$ cat src/rtl/bus_xcvr_pkg.sv
package bus_xcvr_pkg;

  // Register byte addresses
  localparam logic [6:0] CTRL_ADDR = 7'h20;
  localparam logic [6:0] STAT_ADDR = 7'h22;
  // Address window of the selective wake configuration registers
  localparam logic [6:0] PN_CFG_LO = 7'h26;
  localparam logic [6:0] PN_CFG_HI = 7'h2f;

  // Control register field positions
  localparam int CTRL_FD_BIT = 6;
  localparam int CTRL_PNOK_BIT = 5;
  localparam int CTRL_PNEN_BIT = 4;
  localparam int CTRL_MODE_LSB = 0;

  // Status register field positions
  localparam int STAT_TXRDY_BIT = 7;
  localparam int STAT_PNERR_BIT = 6;
  localparam int STAT_PNOK_BIT = 5;
  localparam int STAT_OSC_BIT = 4;
  localparam int STAT_SILENT_BIT = 3;
  localparam int STAT_SUPLOW_BIT = 1;
  localparam int STAT_TXTO_BIT = 0;

  // Values after reset
  localparam logic [7:0] CTRL_RESET = 8'h00;
  localparam logic REG_EN_RESET = 1'b1;

  // Transceiver mode encodings
  localparam logic [1:0] XMODE_OFFLINE = 2'h0;
  localparam logic [1:0] XMODE_ACT_UV = 2'h1;
  localparam logic [1:0] XMODE_ACT = 2'h2;
  localparam logic [1:0] XMODE_LISTEN = 2'h3;

  // Device mode encodings
  localparam logic [2:0] DMODE_NORMAL = 3'h7;
  localparam logic [2:0] DMODE_SLEEP = 3'h1;
  localparam logic [2:0] DMODE_STANDBY = 3'h4;

  // SPI frame: 7 address bits, read flag, 8 data bits
  localparam logic [4:0] SPI_HDR_LAST = 5'h07;
  localparam logic [4:0] SPI_FRAME_LAST = 5'h0f;

  // Timing, in microseconds, and clock rate
  localparam int CLK_MHZ = 125;
  localparam int T_WAKE_DOM_US = 5;
  localparam int T_WAKE_REC_US = 5;
  localparam int T_TO_WAKE_US = 1000;
  localparam int T_TO_SILENCE_US = 1000;
  localparam int T_TO_TXDOM_US = 2000;

  // Cycle counts (whole microseconds give exact counts)
  localparam int CNT_W = 20;
  localparam logic [CNT_W-1:0] WAKE_DOM_CYC = CNT_W'(T_WAKE_DOM_US * CLK_MHZ);
  localparam logic [CNT_W-1:0] WAKE_REC_CYC = CNT_W'(T_WAKE_REC_US * CLK_MHZ);
  localparam int WAKE_TO_CYC = T_TO_WAKE_US * CLK_MHZ;
  localparam int SILENCE_CYC = T_TO_SILENCE_US * CLK_MHZ;
  localparam int TXDOM_CYC = T_TO_TXDOM_US * CLK_MHZ;

endpackage

$ cat src/rtl/pin_sync.sv
`timescale 1ns/1ps

// Three-stage pin synchroniser; the level moves only when stages two and three agree
module pin_sync #(
  parameter logic INIT = 1'b1
) (
  input wire logic clk_in,
  input wire logic nrst_in,
  input wire logic pin_in,
  output logic level_out,
  output logic rise_out,
  output logic fall_out
);

  logic s1_r;
  logic s2_r;
  logic s3_r;

  // Capture chain; first stage feeds only the second
  always_ff @(posedge clk_in or negedge nrst_in)
  begin
    if (!nrst_in)
    begin
      s1_r <= INIT;
      s2_r <= INIT;
      s3_r <= INIT;
    end
    else
    begin
      s1_r <= pin_in;
      s2_r <= s1_r;
      s3_r <= s2_r;
    end
  end

  // Accepted level plus one-cycle edge pulses
  always_ff @(posedge clk_in or negedge nrst_in)
  begin
    if (!nrst_in)
    begin
      level_out <= INIT;
      rise_out <= 1'b0;
      fall_out <= 1'b0;
    end
    else
    begin
      rise_out <= (s2_r == s3_r) && s3_r && !level_out;
      fall_out <= (s2_r == s3_r) && !s3_r && level_out;
      if (s2_r == s3_r)
      begin
        level_out <= s3_r;
      end
    end
  end

endmodule

$ cat src/rtl/bus_xcvr_wake.sv
`timescale 1ns/1ps

// Contract
// - Watch for wake pattern when offline, enabled, unselective
// - Dominant-recessive-dominant within time-out; extra pulses tolerated after the first dominant phase
// - Each phase must last its minimum
// - Valid pattern sets bus wake flag
// - Valid pattern drives receive output low
// - Wake from Sleep enables regulator, requests Standby
// - Control bit 6 enables FD tolerance
// - Control bit 5 holds configuration-valid
// - Control bit 4 enables selective wake-up
// - Control bits 1:0 choose mode in Normal
// - Status bit 7 shows transmitter ready
// - Status bit 6 is error or not-valid
// - Status bit 5 mirrors configuration-valid
// - Status bit 4 shows oscillator locked
// - Status bit 3 shows bus silent
// - Status bit 1 shows supply undervoltage
// - Status bit 0 shows transmit time-out
// - Standby or Sleep forces offline
// - Held-low transmit input blocks active, listen instead
// - Configuration write clears configuration-valid
// - Ignore wake patterns unless offline and enabled
module bus_xcvr_wake #(
  parameter int WAKE_TO_CYC = bus_xcvr_pkg::WAKE_TO_CYC,
  parameter int SILENCE_CYC = bus_xcvr_pkg::SILENCE_CYC,
  parameter int TXDOM_CYC = bus_xcvr_pkg::TXDOM_CYC
) (
  input wire logic SYS_CLK_IN,
  input wire logic NRST_IN,
  input wire logic SPI_SCK_IN,
  input wire logic SPI_NCS_IN,
  input wire logic SPI_SDI_IN,
  output logic SPI_SDO_OUT,
  output logic SPI_SDO_EN_OUT,
  input wire logic BUS_RX_IN,
  input wire logic TX_DATA_IN,
  input wire logic SUPPLY_LOW_IN,
  input wire logic PN_OSC_LOCKED_IN,
  input wire logic [2:0] DEVICE_MODE_SELECT_IN,
  input wire logic BUS_WAKE_ENABLE_IN,
  input wire logic FRAME_DETECT_ERROR_FLAG_IN,
  input wire logic BUS_WAKE_CLEAR_IN,
  output logic BUS_WAKE_FLAG_OUT,
  output logic RX_DATA_OUT,
  output logic REGULATOR_ENABLE_OUT,
  output logic STANDBY_REQ_OUT,
  output logic [1:0] XCVR_MODE_OUT,
  output logic TX_ENABLE_OUT,
  output logic FD_TOLERANCE_ENABLE_OUT,
  output logic SELECTIVE_WAKE_ENABLE_OUT
);

  typedef enum logic [1:0] {W_IDLE, W_DOM1, W_REC, W_DOM2} wake_st_t;
  typedef enum logic [1:0] {X_OFF, X_LISTEN, X_ACTIVE} xcvr_st_t;

  localparam int CW = bus_xcvr_pkg::CNT_W;
  localparam logic [CW-1:0] WAKE_TO = CW'(WAKE_TO_CYC);
  localparam logic [CW-1:0] SILENCE = CW'(SILENCE_CYC);
  localparam logic [CW-1:0] TXDOM = CW'(TXDOM_CYC);

  // Synchronised pin levels and edges
  logic sck_rise;
  logic sck_fall;
  logic ncs_lvl;
  logic sdi_lvl;
  logic rx_lvl;
  logic rx_rise;
  logic rx_fall;
  logic txd_lvl;
  logic suplow_lvl;
  logic osc_lvl;

  pin_sync #(.INIT(1'b0)) u_sck (.clk_in(SYS_CLK_IN), .nrst_in(NRST_IN), .pin_in(SPI_SCK_IN),
    .level_out(), .rise_out(sck_rise), .fall_out(sck_fall));
  pin_sync #(.INIT(1'b1)) u_ncs (.clk_in(SYS_CLK_IN), .nrst_in(NRST_IN), .pin_in(SPI_NCS_IN),
    .level_out(ncs_lvl), .rise_out(), .fall_out());
  pin_sync #(.INIT(1'b0)) u_sdi (.clk_in(SYS_CLK_IN), .nrst_in(NRST_IN), .pin_in(SPI_SDI_IN),
    .level_out(sdi_lvl), .rise_out(), .fall_out());
  pin_sync #(.INIT(1'b1)) u_rx (.clk_in(SYS_CLK_IN), .nrst_in(NRST_IN), .pin_in(BUS_RX_IN),
    .level_out(rx_lvl), .rise_out(rx_rise), .fall_out(rx_fall));
  pin_sync #(.INIT(1'b1)) u_txd (.clk_in(SYS_CLK_IN), .nrst_in(NRST_IN), .pin_in(TX_DATA_IN),
    .level_out(txd_lvl), .rise_out(), .fall_out());
  pin_sync #(.INIT(1'b0)) u_uv (.clk_in(SYS_CLK_IN), .nrst_in(NRST_IN), .pin_in(SUPPLY_LOW_IN),
    .level_out(suplow_lvl), .rise_out(), .fall_out());
  pin_sync #(.INIT(1'b0)) u_osc (.clk_in(SYS_CLK_IN), .nrst_in(NRST_IN),
    .pin_in(PN_OSC_LOCKED_IN), .level_out(osc_lvl), .rise_out(), .fall_out());

  // SPI state
  logic [4:0] bit_cnt_r; // Bits taken in this frame
  logic [15:0] shift_in_r; // Incoming frame
  logic [7:0] sdo_sh_r; // Outgoing read data
  logic [7:0] rd_data; // Read mux
  logic wr_stb; // Full write frame taken
  logic [6:0] wr_addr;
  logic [7:0] wr_data;

  // Control and status state
  logic [7:0] ctrl_r;
  logic [7:0] status;
  xcvr_st_t xst_r;
  xcvr_st_t xst_nxt;
  logic txto_r; // Transmit input dominant too long
  logic [CW-1:0] txcnt_r;
  logic silent_r;
  logic [CW-1:0] silcnt_r;

  // Wake filter state
  wake_st_t wst_r;
  logic [CW-1:0] phase_r; // Length of current level run
  logic [CW-1:0] window_r; // Time since the pattern started
  logic monitor; // Wake detection armed
  logic wake_hit; // One-cycle valid pattern
  logic rx_dom; // Bus dominant (receiver reads low)
  logic dev_low; // Device in Standby or Sleep

  assign rx_dom = !rx_lvl;
  assign dev_low = DEVICE_MODE_SELECT_IN != bus_xcvr_pkg::DMODE_NORMAL;
  assign wr_addr = shift_in_r[14:8];
  assign wr_data = {shift_in_r[6:0], sdi_lvl};
  // Write frame ends on the 16th rising clock with the read flag clear
  assign wr_stb = sck_rise && !ncs_lvl && bit_cnt_r == bus_xcvr_pkg::SPI_FRAME_LAST
    && !shift_in_r[7];

  // Read mux; reserved bits and unmapped addresses read zero
  always_comb
  begin
    rd_data = 8'h00;
    if (shift_in_r[6:0] == bus_xcvr_pkg::CTRL_ADDR)
    begin
      rd_data = ctrl_r;
    end
    else if (shift_in_r[6:0] == bus_xcvr_pkg::STAT_ADDR)
    begin
      rd_data = status;
    end
  end

  // SPI receive side: sample on rising clock, frame restarts when select rises
  always_ff @(posedge SYS_CLK_IN or negedge NRST_IN)
  begin
    if (!NRST_IN)
    begin
      bit_cnt_r <= 5'h00;
      shift_in_r <= 16'h0000;
    end
    else if (ncs_lvl)
    begin
      bit_cnt_r <= 5'h00;
    end
    else if (sck_rise)
    begin
      shift_in_r <= {shift_in_r[14:0], sdi_lvl};
      // Bit count holds at 31, so extra clocks beyond that never wrap it
      if (bit_cnt_r != 5'h1f)
      begin
        bit_cnt_r <= bit_cnt_r + 5'h01;
      end
    end
  end

  // SPI transmit side: data loaded after the header, shifted on falling clock
  always_ff @(posedge SYS_CLK_IN or negedge NRST_IN)
  begin
    if (!NRST_IN)
    begin
      sdo_sh_r <= 8'h00;
      SPI_SDO_OUT <= 1'b0;
      SPI_SDO_EN_OUT <= 1'b0;
    end
    else
    begin
      SPI_SDO_EN_OUT <= !ncs_lvl;
      if (sck_rise && bit_cnt_r == bus_xcvr_pkg::SPI_HDR_LAST)
      begin
        sdo_sh_r <= rd_data;
      end
      else if (sck_fall && bit_cnt_r > bus_xcvr_pkg::SPI_HDR_LAST)
      begin
        SPI_SDO_OUT <= sdo_sh_r[7];
        sdo_sh_r <= {sdo_sh_r[6:0], 1'b0};
      end
    end
  end

  // Control register; reserved bits never store
  always_ff @(posedge SYS_CLK_IN or negedge NRST_IN)
  begin
    if (!NRST_IN)
    begin
      ctrl_r <= bus_xcvr_pkg::CTRL_RESET;
    end
    else if (wr_stb && wr_addr == bus_xcvr_pkg::CTRL_ADDR)
    begin
      ctrl_r <= wr_data & 8'h73;
    end
    else if (wr_stb && wr_addr >= bus_xcvr_pkg::PN_CFG_LO && wr_addr <= bus_xcvr_pkg::PN_CFG_HI)
    begin
      ctrl_r[bus_xcvr_pkg::CTRL_PNOK_BIT] <= 1'b0;
    end
  end

  // Status assembly, read live
  always_comb
  begin
    status = 8'h00;
    status[bus_xcvr_pkg::STAT_TXRDY_BIT] = xst_r == X_ACTIVE && !txto_r;
    status[bus_xcvr_pkg::STAT_PNERR_BIT] = FRAME_DETECT_ERROR_FLAG_IN
      || !ctrl_r[bus_xcvr_pkg::CTRL_PNOK_BIT];
    status[bus_xcvr_pkg::STAT_PNOK_BIT] = ctrl_r[bus_xcvr_pkg::CTRL_PNOK_BIT];
    status[bus_xcvr_pkg::STAT_OSC_BIT] = osc_lvl;
    status[bus_xcvr_pkg::STAT_SILENT_BIT] = silent_r;
    status[bus_xcvr_pkg::STAT_SUPLOW_BIT] = suplow_lvl;
    status[bus_xcvr_pkg::STAT_TXTO_BIT] = txto_r;
  end

  // Transceiver mode choice
  always_comb
  begin
    xst_nxt = X_OFF;
    if (dev_low)
    begin
      xst_nxt = X_OFF;
    end
    else
    begin
      unique case (ctrl_r[1:0])
        bus_xcvr_pkg::XMODE_OFFLINE: xst_nxt = X_OFF;
        bus_xcvr_pkg::XMODE_LISTEN: xst_nxt = X_LISTEN;
        bus_xcvr_pkg::XMODE_ACT_UV, bus_xcvr_pkg::XMODE_ACT:
        begin
          // Supervised active mode drops offline under undervoltage
          if (ctrl_r[1:0] == bus_xcvr_pkg::XMODE_ACT_UV && suplow_lvl)
          begin
            xst_nxt = X_OFF;
          end
          // Never step into active while the transmit input is low
          else if (xst_r == X_ACTIVE || txd_lvl)
          begin
            xst_nxt = X_ACTIVE;
          end
          else
          begin
            xst_nxt = X_LISTEN;
          end
        end
      endcase
    end
  end

  // Transceiver state and its outputs
  always_ff @(posedge SYS_CLK_IN or negedge NRST_IN)
  begin
    if (!NRST_IN)
    begin
      xst_r <= X_OFF;
      XCVR_MODE_OUT <= bus_xcvr_pkg::XMODE_OFFLINE;
      TX_ENABLE_OUT <= 1'b0;
      FD_TOLERANCE_ENABLE_OUT <= 1'b0;
      SELECTIVE_WAKE_ENABLE_OUT <= 1'b0;
    end
    else
    begin
      xst_r <= xst_nxt;
      XCVR_MODE_OUT <= xst_nxt == X_ACTIVE ? bus_xcvr_pkg::XMODE_ACT :
        xst_nxt == X_LISTEN ? bus_xcvr_pkg::XMODE_LISTEN : bus_xcvr_pkg::XMODE_OFFLINE;
      TX_ENABLE_OUT <= xst_nxt == X_ACTIVE && !txto_r;
      FD_TOLERANCE_ENABLE_OUT <= ctrl_r[bus_xcvr_pkg::CTRL_FD_BIT];
      SELECTIVE_WAKE_ENABLE_OUT <= ctrl_r[bus_xcvr_pkg::CTRL_PNEN_BIT];
    end
  end

  // Transmit dominant time-out; released once the input returns high
  always_ff @(posedge SYS_CLK_IN or negedge NRST_IN)
  begin
    if (!NRST_IN)
    begin
      txcnt_r <= '0;
      txto_r <= 1'b0;
    end
    else if (txd_lvl || xst_r != X_ACTIVE)
    begin
      txcnt_r <= '0;
      txto_r <= txto_r && !txd_lvl;
    end
    else if (txcnt_r == TXDOM - 1'b1)
    begin
      txto_r <= 1'b1;
    end
    else
    begin
      txcnt_r <= txcnt_r + 1'b1;
    end
  end

  // Bus silence: any edge restarts the count
  always_ff @(posedge SYS_CLK_IN or negedge NRST_IN)
  begin
    if (!NRST_IN)
    begin
      silcnt_r <= '0;
      silent_r <= 1'b0;
    end
    else if (rx_rise || rx_fall)
    begin
      silcnt_r <= '0;
      silent_r <= 1'b0;
    end
    else if (silcnt_r == SILENCE - 1'b1)
    begin
      silent_r <= 1'b1;
    end
    else
    begin
      silcnt_r <= silcnt_r + 1'b1;
    end
  end

  // Armed only offline, enabled, and with selective wake off or unconfigured
  assign monitor = xst_r == X_OFF && BUS_WAKE_ENABLE_IN
    && (!ctrl_r[bus_xcvr_pkg::CTRL_PNEN_BIT] || !ctrl_r[bus_xcvr_pkg::CTRL_PNOK_BIT]);
  // Pattern completes on the last cycle of the second dominant minimum
  assign wake_hit = wst_r == W_DOM2 && rx_dom
    && phase_r == bus_xcvr_pkg::WAKE_DOM_CYC - 1'b1;

  // Wake filter; short glitches restart the current phase run, except in the first dominant phase, where they return to idle
  always_ff @(posedge SYS_CLK_IN or negedge NRST_IN)
  begin
    if (!NRST_IN)
    begin
      wst_r <= W_IDLE;
      phase_r <= '0;
      window_r <= '0;
    end
    else if (!monitor)
    begin
      wst_r <= W_IDLE;
      phase_r <= '0;
      window_r <= '0;
    end
    else if (wst_r != W_IDLE && window_r == WAKE_TO - 1'b1)
    begin
      wst_r <= W_IDLE;
      phase_r <= '0;
      window_r <= '0;
    end
    else
    begin
      if (wst_r != W_IDLE)
      begin
        window_r <= window_r + 1'b1;
      end
      unique case (wst_r)
        W_IDLE:
        begin
          // The window opens with the first dominant level
          if (rx_dom)
          begin
            wst_r <= W_DOM1;
            phase_r <= '0;
            window_r <= '0;
          end
        end
        W_DOM1:
        begin
          if (!rx_dom)
          begin
            wst_r <= W_IDLE;
            phase_r <= '0;
          end
          else if (phase_r == bus_xcvr_pkg::WAKE_DOM_CYC - 1'b1)
          begin
            wst_r <= W_REC;
            phase_r <= '0;
          end
          else
          begin
            phase_r <= phase_r + 1'b1;
          end
        end
        W_REC:
        begin
          // A dominant pulse restarts the recessive run but keeps progress
          if (rx_dom)
          begin
            phase_r <= '0;
          end
          else if (phase_r == bus_xcvr_pkg::WAKE_REC_CYC - 1'b1)
          begin
            wst_r <= W_DOM2;
            phase_r <= '0;
          end
          else
          begin
            phase_r <= phase_r + 1'b1;
          end
        end
        W_DOM2:
        begin
          if (!rx_dom)
          begin
            phase_r <= '0;
          end
          else if (wake_hit)
          begin
            wst_r <= W_IDLE;
            phase_r <= '0;
            window_r <= '0;
          end
          else
          begin
            phase_r <= phase_r + 1'b1;
          end
        end
      endcase
    end
  end

  // Wake flag (set beats clear), receive output and regulator handling
  always_ff @(posedge SYS_CLK_IN or negedge NRST_IN)
  begin
    if (!NRST_IN)
    begin
      BUS_WAKE_FLAG_OUT <= 1'b0;
      RX_DATA_OUT <= 1'b1;
      REGULATOR_ENABLE_OUT <= bus_xcvr_pkg::REG_EN_RESET;
      STANDBY_REQ_OUT <= 1'b0;
    end
    else
    begin
      BUS_WAKE_FLAG_OUT <= wake_hit || (BUS_WAKE_FLAG_OUT && !BUS_WAKE_CLEAR_IN);
      // Offline, the receive pin tells the host about a pending wake
      if (xst_r == X_OFF)
      begin
        RX_DATA_OUT <= !(wake_hit || BUS_WAKE_FLAG_OUT) && !(BUS_WAKE_CLEAR_IN == 1'b0
          && BUS_WAKE_FLAG_OUT);
      end
      else
      begin
        RX_DATA_OUT <= rx_lvl;
      end
      STANDBY_REQ_OUT <= wake_hit && DEVICE_MODE_SELECT_IN == bus_xcvr_pkg::DMODE_SLEEP;
      if (wake_hit && DEVICE_MODE_SELECT_IN == bus_xcvr_pkg::DMODE_SLEEP)
      begin
        REGULATOR_ENABLE_OUT <= 1'b1;
      end
      else if (DEVICE_MODE_SELECT_IN == bus_xcvr_pkg::DMODE_SLEEP && !BUS_WAKE_FLAG_OUT)
      begin
        // Sleep with no pending wake lets the regulators drop
        REGULATOR_ENABLE_OUT <= 1'b0;
      end
    end
  end

endmodule

$ cat config.mk
export PLATFORM = sky130hd
export DESIGN_NAME = bus_xcvr_wake
export DESIGN_NICKNAME = d
export VERILOG_FILES = /design/src/rtl/bus_xcvr_pkg.sv /design/src/rtl/pin_sync.sv /design/src/rtl/bus_xcvr_wake.sv
export SDC_FILE = /design/constraint.sdc
export NUM_CORES = 1
export LEC_CHECK = 0
export ABC_AREA = 1
export ABC_CLOCK_PERIOD_IN_PS = 2250
export BUFFER_PORTS_ARGS = -buffer_cell sky130_fd_sc_hd__buf_2
export CORE_UTILIZATION = 54
export DETAILED_ROUTE_END_ITERATION = 10
export HOLD_SLACK_MARGIN = 0.12
export PLACE_DENSITY_LB_ADDON = 0.08
export SLEW_MARGIN = 5
export SYNTH_ARGS = -nofsm -noshare
export SYNTH_HDL_FRONTEND = slang
export SYNTH_HIERARCHICAL = 1
export SYNTH_SLANG_ARGS = --single-unit
$ cat constraint.sdc
create_clock -name SYS_CLK_IN -period 2.25 [get_ports SYS_CLK_IN]
set_clock_uncertainty 0.05 [all_clocks]
set_input_delay 0.1125 -clock SYS_CLK_IN [delete_from_list [all_inputs] [get_ports SYS_CLK_IN]]
set_output_delay 0.1125 -clock SYS_CLK_IN [all_outputs]
set_load 0.05 [all_outputs]
==> results of run 1 <==
[per-stage QoR]
step                setup WS [ns]  total power (µW)  area [µm²]   util  hold slack [ns]
floorplan                   0.420              4180        8160      -           -0.233
global placement            0.350              4520        8580  0.586           0.0673
detailed placement          0.244              4530        8580  0.586           0.0680
CTS                         0.188              7430        9310  0.636            0.186
global route               0.0108              7770        9310  0.636            0.224
finish                      0.262              7360        9310  0.636            0.169
[critical path, stage by stage (launching register included)]
cell	delay [ns]
dfrtp_1	0.43
inv_1	0.09
ha_1	0.26
buf_4	0.18
clkinv_1	0.14
nand2_1	0.08
nor2_2	0.20
nand2_2	0.10
nand2_1	0.12
inv_2	0.11
nor3_1	0.15
[repair_timing]
action,4_1_cts,5_1_grt
hold buffers,15,0
hold endpoints to repair,164,0
gates resized for setup,0,1
setup endpoints to repair,0,5
[power by group through the flow]
stage | clock network (µW) | logic (µW) | registers [µW]
floorplan | 0 | 831 | 3350
CTS | 2910 | 1190 | 3330
global placement | 0 | 1150 | 3370
finish | 2840 | 1190 | 3330
global route | 3020 | 1380 | 3360
detailed placement | 0 | 1160 | 3380
[registers in the layout (all words and copies together) (netlist names), 2 cells and up]
name,cells
XCVR_MODE_OUT,2
bit_cnt_r,5
ctrl_r,5
phase_r,20
sdo_sh_r,8
shift_in_r,15
silcnt_r,20
txcnt_r,20
window_r,20
wst_r,2
xst_r,2
[placed cells by master (no fill, tap or decap), types with 3 or more instances in the layout]
master and instances:
nand2_1 196, inv_1 150, dfrtp_1 148, nor2_1 129, nand3_1 63, o21ai_0 56
a21oi_1 42, nor3_1 36, ha_1 26, buf_2 24, nand4_1 18, clkbuf_16 17
xor2_1 16, dlygate4sd3_1 15, dfstp_2 14, inv_2 13, buf_4 11, a31oi_1 9
nor2_2 9, nand2_2 6, nor4_1 6, nor2_4 5, xnor2_1 5, nand3_2 4
o211ai_1 4, o21ai_1 4, nor3_2 3, o21a_1 3, clkinv_4 3, inv_6 3
clkbuf_1 3, clkinv_2 3
[path summary, 6_finish.rpt]
check	from	to	slack, ns	depth (start not counted)
max in group asynchronous	NRST_IN	u_txd/s3_r	1.27	3
max reg2reg	wst_r[0]	phase_r[10]	0.26	10
max	wst_r[0]	phase_r[10]	0.26	10
min	NRST_IN	SPI_SDO_EN_OUT	0.17	2
min reg2reg	u_uv/s1_r	u_uv/s2_r	0.30	0
min in group SYS_CLK_IN	TX_DATA_IN	u_txd/s1_r	0.28	2
[layout make-up]
cell class / instances / area, µm²
inverter: 165 / 619
timing repair buffer: 53 / 404
clock buffer: 21 / 450
fill: 1308 / 5330
clock inverter: 11 / 128
tap: 184 / 230
sequential: 162 / 4070
multi-input combinational: 660 / 3410
[per-layer routing]
metal  wire [µm]  up-vias  share of wire
met5           0        -              0
met4         313        0          0.019
met3         485       24          0.029
met2        7970       95           0.48
li1            -     3313              -
met1        7780     3064           0.47
==> reports/summary.txt, run 1 <==
initial antenna violation count = 0
syn_area_per_cell = 8.16 µm²
Leakage = 0.00441 µW
final number of hold-violating endpoints = 0
clk slew on worst S/H paths = 0.06 ns
HPWL after DPL = 11.8 mm
share of cells above drive strength 1 = 0.119
unrepaired setup endpoints after global routing = false
Hold Crit Class = in2async
I/O Pins = 26
Mapped Area = 8160 µm²
post-route insts no fill = 1,256
Startpoint Class = flop
syn_nets = 1,040
H-tree depth = 4
Peak VDD IR = 0.587 mV
Setup-failing EPs final = 0
vias per inst = 5.17
Final Max Tran Viols = 0
met3 usage = 0.0524
Core ar. = 14,600 µm²
CP Class = reg2reg
Clk pwr share = 0.385
Crit path required time = 2.54 ns
Synth Instances = 999
Remaining DRCs = 2
CTS tree = built
Clock Root Buffer = clkbuf_16
Total Routed Length = 16.5 mm
Diodes inserted = 0
Reg power frac = 0.453
Switching Share = 0.290
drt pass-1 iters = 8
FMAX = 503 MHz
total gr overflow = 0
final net count = 1,100
first-pass GRT wire length = 29.3 mm
measured slew at the worst slew-check pin = 0.534 ns
gr busiest metal = met2
Sink Count = 162
CP Max Fanout = 10
Starting Density = 0.557
Power per Cell Area = 791 nW/µm²
Synth warnings = 6
final period utilization = 0.883
met2 usage = 0.387
fin crit period = 1.99 ns
pin count of the biggest net entering global routing = 58
Crit. End Element = flop
outcome = complete, but fails checks
Total Routing Usage GR = 0.234
Psw = 2130 µW
DRT iter0 DRCs = 423
Die Span Y = 125 µm
Combinational Power Share = 0.162
post-route setup TNS = 0 ns
Die Area = 15,600 µm²
CTS buffer count = 17
clock latency at the later pin of the worst-skew pair = 0.42 ns
row cnt = 44
clock buffer depth = 2
vias in the first global route = 6,320
met1 usage = 0.306
IO buf count = 25
crit path DAT = 2.28 ns
GP Congestion = 0.838
max-cap viol count = 0
setup bufs post-CTS = 0
Placed Instances = 1,209
failing checks = design-rule violations
Routed Antenna Nets = 0
max_slew headroom = 0.644
die width = 125 µm
P&R area growth vs syn = 14.2%
P_int = 5230 µW
drt wl/cell = 13.2 µm
via count = 6,496
No activity file was read; power rests on OpenSTA's default activity.
==> run 2, diff against run 1 <==
- CORE_MARGIN: unset -> 4
- MAX_ROUTING_LAYER: unset -> met4
- PLACE_DENSITY: unset -> 0.71
- PLACE_DENSITY_LB_ADDON: 0.08 -> unset
==> reports/summary.txt, run 2 (same netlist as run 1, synthesis figures left out) <==
outcome = finished, final reports clean
clock latency at the later pin of the worst-skew pair = 0.43 ns (about the same)
total gr overflow = 0 (unchanged)
max_slew headroom = 0.329 (-0.315)
Diodes inserted = 0 (unchanged)
IO buf count = 25 (unchanged)
P&R area growth vs syn = 15.1%
CP Cell Sequence = inv_1, ha_1, inv_1, o211ai_1, nand2_1, nor2_2, nand2_2, nand2_1, inv_2, nor3_1
Total Routed Length = 16.2 mm (-2.2%)
GP Congestion = 0.867 (+3.5%)
Crit. End Element = flop
measured slew at the worst slew-check pin = 1.00 ns (+0.469 ns)
hold slack = 0.195 ns (+0.0256 ns)
DRT iter0 DRCs = 387 (-8.5%)
Largest delay share family, worst path = simple AND/OR/NAND/NOR gates
vias in the first global route = 6,085 (-3.7%)
crit path DAT = 2.32 ns (+0.04 ns)
Total Power = 7690 µW (+4.4%)
CP Class = reg2reg
Starting Density = 0.557 (unchanged)
fin crit period = 2.03 ns (+0.0435 ns)
die width = 131 µm (+4.8%)
Total Routing Usage GR = 0.213 (-0.0201)
vias per inst = 5.14 (-0.69%)
via count = 6,451 (-0.69%)
Power per Cell Area = 819 nW/µm² (+3.6%)
CP peak stage delay = 0.44 ns (about the same)
CTS buffer count = 17 (unchanged)
first-pass GRT wire length = 28.3 mm (-3.3%)
H-tree depth = 4 (unchanged)
Remaining DRCs = 0 (-2)
final period utilization = 0.903 (+0.0193)
Die Area = 17,100 µm² (+9.8%)
Die Span Y = 131 µm (+4.8%)
clk slew on worst S/H paths = 0.07 ns (about the same)
CP Max Fanout = 10 (unchanged)
Buf/Inv on CP = 3 (-1)
Routed Antenna Nets = 0 (unchanged)
final net count = 1,100 (unchanged)
Sink Count = 162 (unchanged)
initial antenna violation count = 0 (unchanged)
CTS tree = built
pin count of the biggest net entering global routing = 55 (-5.2%)
I/O Pins = 26 (unchanged)
most common cell after layout, fill and taps aside = nand2_1
Final Max Tran Viols = 0 (unchanged)
most frequent cells in the layout = 196 x nand2_1, 150 x inv_1, 148 x dfrtp_1
Setup-failing EPs final = 0 (unchanged)
R2R setup slack = 0.22 ns (-0.04 ns)
drt pass-1 iters = 5 (-3)
row cnt = 44 (unchanged)
Hold Crit Class = in2async
Peak VDD IR = 0.692 mV (+18%)
unrepaired setup endpoints after global routing = false
Clock Root Buffer = clkbuf_16
post-route setup TNS = 0 ns (unchanged)
clock buffer depth = 2 (unchanged)
Crit path required time = 2.54 ns (about the same)
Startpoint Class = flop
Core ar. = 14,600 µm² (unchanged)
max-cap viol count = 0 (unchanged)
share of cells above drive strength 1 = 0.118 (-0.000933)
FMAX = 492 MHz (-2.1%)
Leakage = 0.00443 µW (+0.34%)
drt wl/cell = 12.9 µm (-2.2%)
final number of hold-violating endpoints = 0 (unchanged)
HPWL after DPL = 11.2 mm (-4.9%)
Worst path slowest cell = dfrtp_1
==> run 2: cell count changes in the layout (fill, tap and decap cells not counted), sizes merged <==
| cell | before | now |
|---|---|---|
| dlygate4sd3 | 15 | 16 |
| bufinv | 2 | 5 |
| clkinvlp | 0 | 3 |
| inv | 166 | 163 |
| buf | 38 | 37 |
| clkbuf | 21 | 23 |
| clkinv | 8 | 3 |
==> run 2: routing by layer <==
| metal | wire, µm | track usage | vias up |
|---|---|---|---|
| met1 | 7860 | 0.290 | 2991 |
| li1 | - | - | 3331 |
| met3 | 578 | 0.0512 | 23 |
| met5 | 0 | - | - |
| met4 | 221 | 0.0605 | 0 |
| met2 | 7520 | 0.323 | 106 |
==> run 2: per-stage QoR <==
stage	util	worst slack, ns	cells	area (µm²)
4_1_cts	0.640	0.143	1255	9370
2_1_floorplan	-	0.420	999	8160
6_report	0.641	0.219	1256	9380
3_3_place_gp	0.585	0.238	1207	8560
5_1_grt	0.641	0.00789	1256	9380
3_5_place_dp	0.585	0.177	1207	8560
==> run 2: repair_timing <==
action	4_1_cts	5_1_grt
resized for setup	0	2
setup endpoints to repair	0	15
setup buffers	0	1
hold buffers	16	0
hold endpoints to repair	173	0
==> run 2: cell type report <==
type | instances | area [µm²]
Inverter | 165 | 619
Fill cell | 1239 | 5260
Tap cell | 184 | 230
Clock buffer | 23 | 468
Sequential cell | 162 | 4070
Timing Repair Buffer | 53 | 407
Clock inverter | 9 | 178
Multi-Input combinational cell | 660 | 3410
==> run 2: worst reg2reg max path, delay by kind of cell, from the launching register on <==
| family | cells | cell delay (ns) |
|---|---|---|
| DFF | 1 | 0.44 |
| adders and majority gates | 1 | 0.14 |
| buffers and inverters | 3 | 0.29 |
| and+or+nand+nor | 5 | 0.72 |
| AOI/OAI and AO/OA | 1 | 0.29 |
==> run 2: power breakdown <==
group	switching, µW	internal [µW]	leakage, µW
Combinational	789	393	0.00197
Sequential	171	3160	0.00215
Clock	1150	2030	0.000304
==> run 2: worst paths after layout <==
path / from / to / cells after the start
worst max-delay path: wst_r[0] / phase_r[7] / 10
worst min-delay path: NRST_IN / u_ncs/s3_r / 2
worst max register to register: wst_r[0] / phase_r[7] / 10
worst min register to register: u_sck/s1_r / u_sck/s2_r / 0
max in group asynchronous: NRST_IN / shift_in_r[9] / 3
min in group SYS_CLK_IN: SPI_SCK_IN / u_sck/s1_r / 2
==> run 3, diff against run 2 <==
- CORE_UTILIZATION: 54 -> 45
- PLACE_DENSITY: 0.71 -> unset
==> reports/summary.txt, run 3 (same netlist as run 1, synthesis figures left out) <==
Leakage = 0.00441 µW (-0.42%)
vias in the first global route = 6,157 (+1.2%)
HPWL after DPL = 11.8 mm (+5.2%)
Diodes inserted = 0 (unchanged)
P&R area growth vs syn = 14.6%
IO buf count = 25 (unchanged)
Crit. End Element = flop
Crit path required time = 2.54 ns (about the same)
Placed Instances = 1,249 (+3.5%)
final period utilization = 0.890 (-0.0130)
vias per inst = 4.95 (-3.7%)
post-route setup TNS = 0 ns (unchanged)
pin count of the biggest net entering global routing = 56 (+1.8%)
max_slew headroom = 0.691 (+0.363)
Psw = 2230 µW (+5.5%)
Hold Crit Class = in2async
clock latency at the later pin of the worst-skew pair = 0.43 ns (about the same)
Remaining DRCs = 0 (unchanged)
clock buffer depth = 2 (unchanged)
Total Routing Usage GR = 0.181 (-0.0324)
via count = 6,414 (-0.57%)
outcome = finished, final reports clean
unrepaired setup endpoints after global routing = false
Clock Root Buffer = clkbuf_16
clk slew on worst S/H paths = 0.07 ns (about the same)
CTS tree = built
die width = 143 µm (+9.0%)
Combinational Power Share = 0.162 (+0.008)
Switching Share = 0.307 (+0.0322)
DRT iter0 DRCs = 396 (+2.3%)
fin crit period = 2.00 ns (-0.0292 ns)
drt pass-1 iters = 7 (+2)
H-tree depth = 4 (unchanged)
Power per Cell Area = 777 nW/µm² (-5.2%)
CTS buffer count = 17 (unchanged)
hold slack = 0.119 ns (-0.0757 ns)
Final Max Tran Viols = 0 (unchanged)
Peak VDD IR = 0.532 mV (-23%)
Total Routed Length = 16.4 mm (+1.6%)
Setup-failing EPs final = 0 (unchanged)
P_int = 5030 µW (-9.7%)
Die Area = 20,300 µm² (+19%)
first-pass GRT wire length = 29.2 mm (+3.3%)
GP Congestion = 0.840 (-3.2%)
drt wl/cell = 12.7 µm (-1.6%)
CP Class = in2reg
Routed Antenna Nets = 0 (unchanged)
final net count = 1,100 (unchanged)
Starting Density = 0.465 (-0.0919)
initial antenna violation count = 0 (unchanged)
max-cap viol count = 0 (unchanged)
post-route insts no fill = 1,297 (+3.3%)
share of cells above drive strength 1 = 0.121 (+0.00280)
Sink Count = 162 (unchanged)
FMAX = 500 MHz (+1.5%)
measured slew at the worst slew-check pin = 0.459 ns (-0.545 ns)
Startpoint Class = input port
I/O Pins = 26 (unchanged)
Core ar. = 17,500 µm² (+20%)
Die Span Y = 143 µm (+9.0%)
Clk pwr share = 0.380 (-0.033)
row cnt = 48 (+9.1%)
final number of hold-violating endpoints = 0 (unchanged)
most frequent cells in the layout = 196 x nand2_1, 150 x inv_1, 148 x dfrtp_1
crit path DAT = 2.29 ns (-0.03 ns)
total gr overflow = 0 (unchanged)
CP Max Fanout = 3 (-7)
most common cell after layout, fill and taps aside = nand2_1
Reg power frac = 0.458 (+0.025)
run 3: cell count changes in the layout (fill, tap and decap cells not counted), moves of 2 or more:
cell and delta:
clkinvlp_4 -3, inv_6 +2, clkinv_2 +2, clkbuf_1 -4, clkinv_4 +5, inv_8 +3, bufinv_16 -5
run 3: timing repair:
item / CTS / global route
endpoints found under the setup margin: 0 / 5
resized for setup: 0 / 0
setup buffers: 0 / 1
endpoints found under the hold margin: 166 / 0
hold buffers: 15 / 0
run 3: layout make-up:
type                    instances  area [µm²]
clock inverters                14         126
flip-flops and latches        162        4070
fillers                      1645        8190
inverters                     165         619
well taps                     225         282
repair buffers                 53         404
clock buffers                  18         439
multi-input cells             660        3400
run 3: worst paths after layout:
path | startpoint | cells past startpoint | slack [ns] | to
worst min register to register | u_osc/s1_r | 0 | 0.30 | u_osc/s2_r
worst max register to register | wst_r[0] | 10 | 0.27 | phase_r[3]
worst min-delay path | NRST_IN | 2 | 0.12 | phase_r[8]
max in group asynchronous | NRST_IN | 3 | 1.33 | u_ncs/level_out
worst max-delay path | DEVICE_MODE_SELECT_IN[0] | 10 | 0.25 | TX_ENABLE_OUT
min in group SYS_CLK_IN | TX_DATA_IN | 2 | 0.28 | u_txd/s1_r
run 3: worst max-delay path, stage by stage:
cell	delay (ns)
dlygate4sd3_1	0.55
buf_2	0.12
nand3_1	0.10
dlygate4sd3_1	0.58
nor2_1	0.08
inv_1	0.05
nor3_1	0.28
ha_1	0.23
inv_1	0.05
nor2_1	0.13
run 3: metal layers:
metal / global-route usage / vias up / wire length (µm)
met1: 0.247 / 2990 / 8060
met2: 0.278 / 81 / 7660
met5: - / - / 0
met3: 0.0362 / 24 / 496
met4: 0.0490 / 0 / 218
li1: - / 3319 / -
run 3: power groups by stage:
stage          sequential [µW]  clock (µW)  combinational [µW]
5_1_grt                   3360        2970                1380
6_report                  3330        2760                1170
3_5_place_dp              3380           0                1170
3_3_place_gp              3370           0                1150
4_1_cts                   3330        2840                1190
2_1_floorplan             3350           0                 831
run 3: through the flow:
step	utilization	instance area, µm²	total power [µW]	setup slack (ns)
2_1_floorplan	-	8160	4180	0.420
4_1_cts	0.533	9340	7360	0.234
5_1_grt	0.533	9350	7710	0.0550
6_report	0.533	9350	7260	0.248
3_5_place_dp	0.492	8620	4540	0.244
3_3_place_gp	0.492	8620	4520	0.312
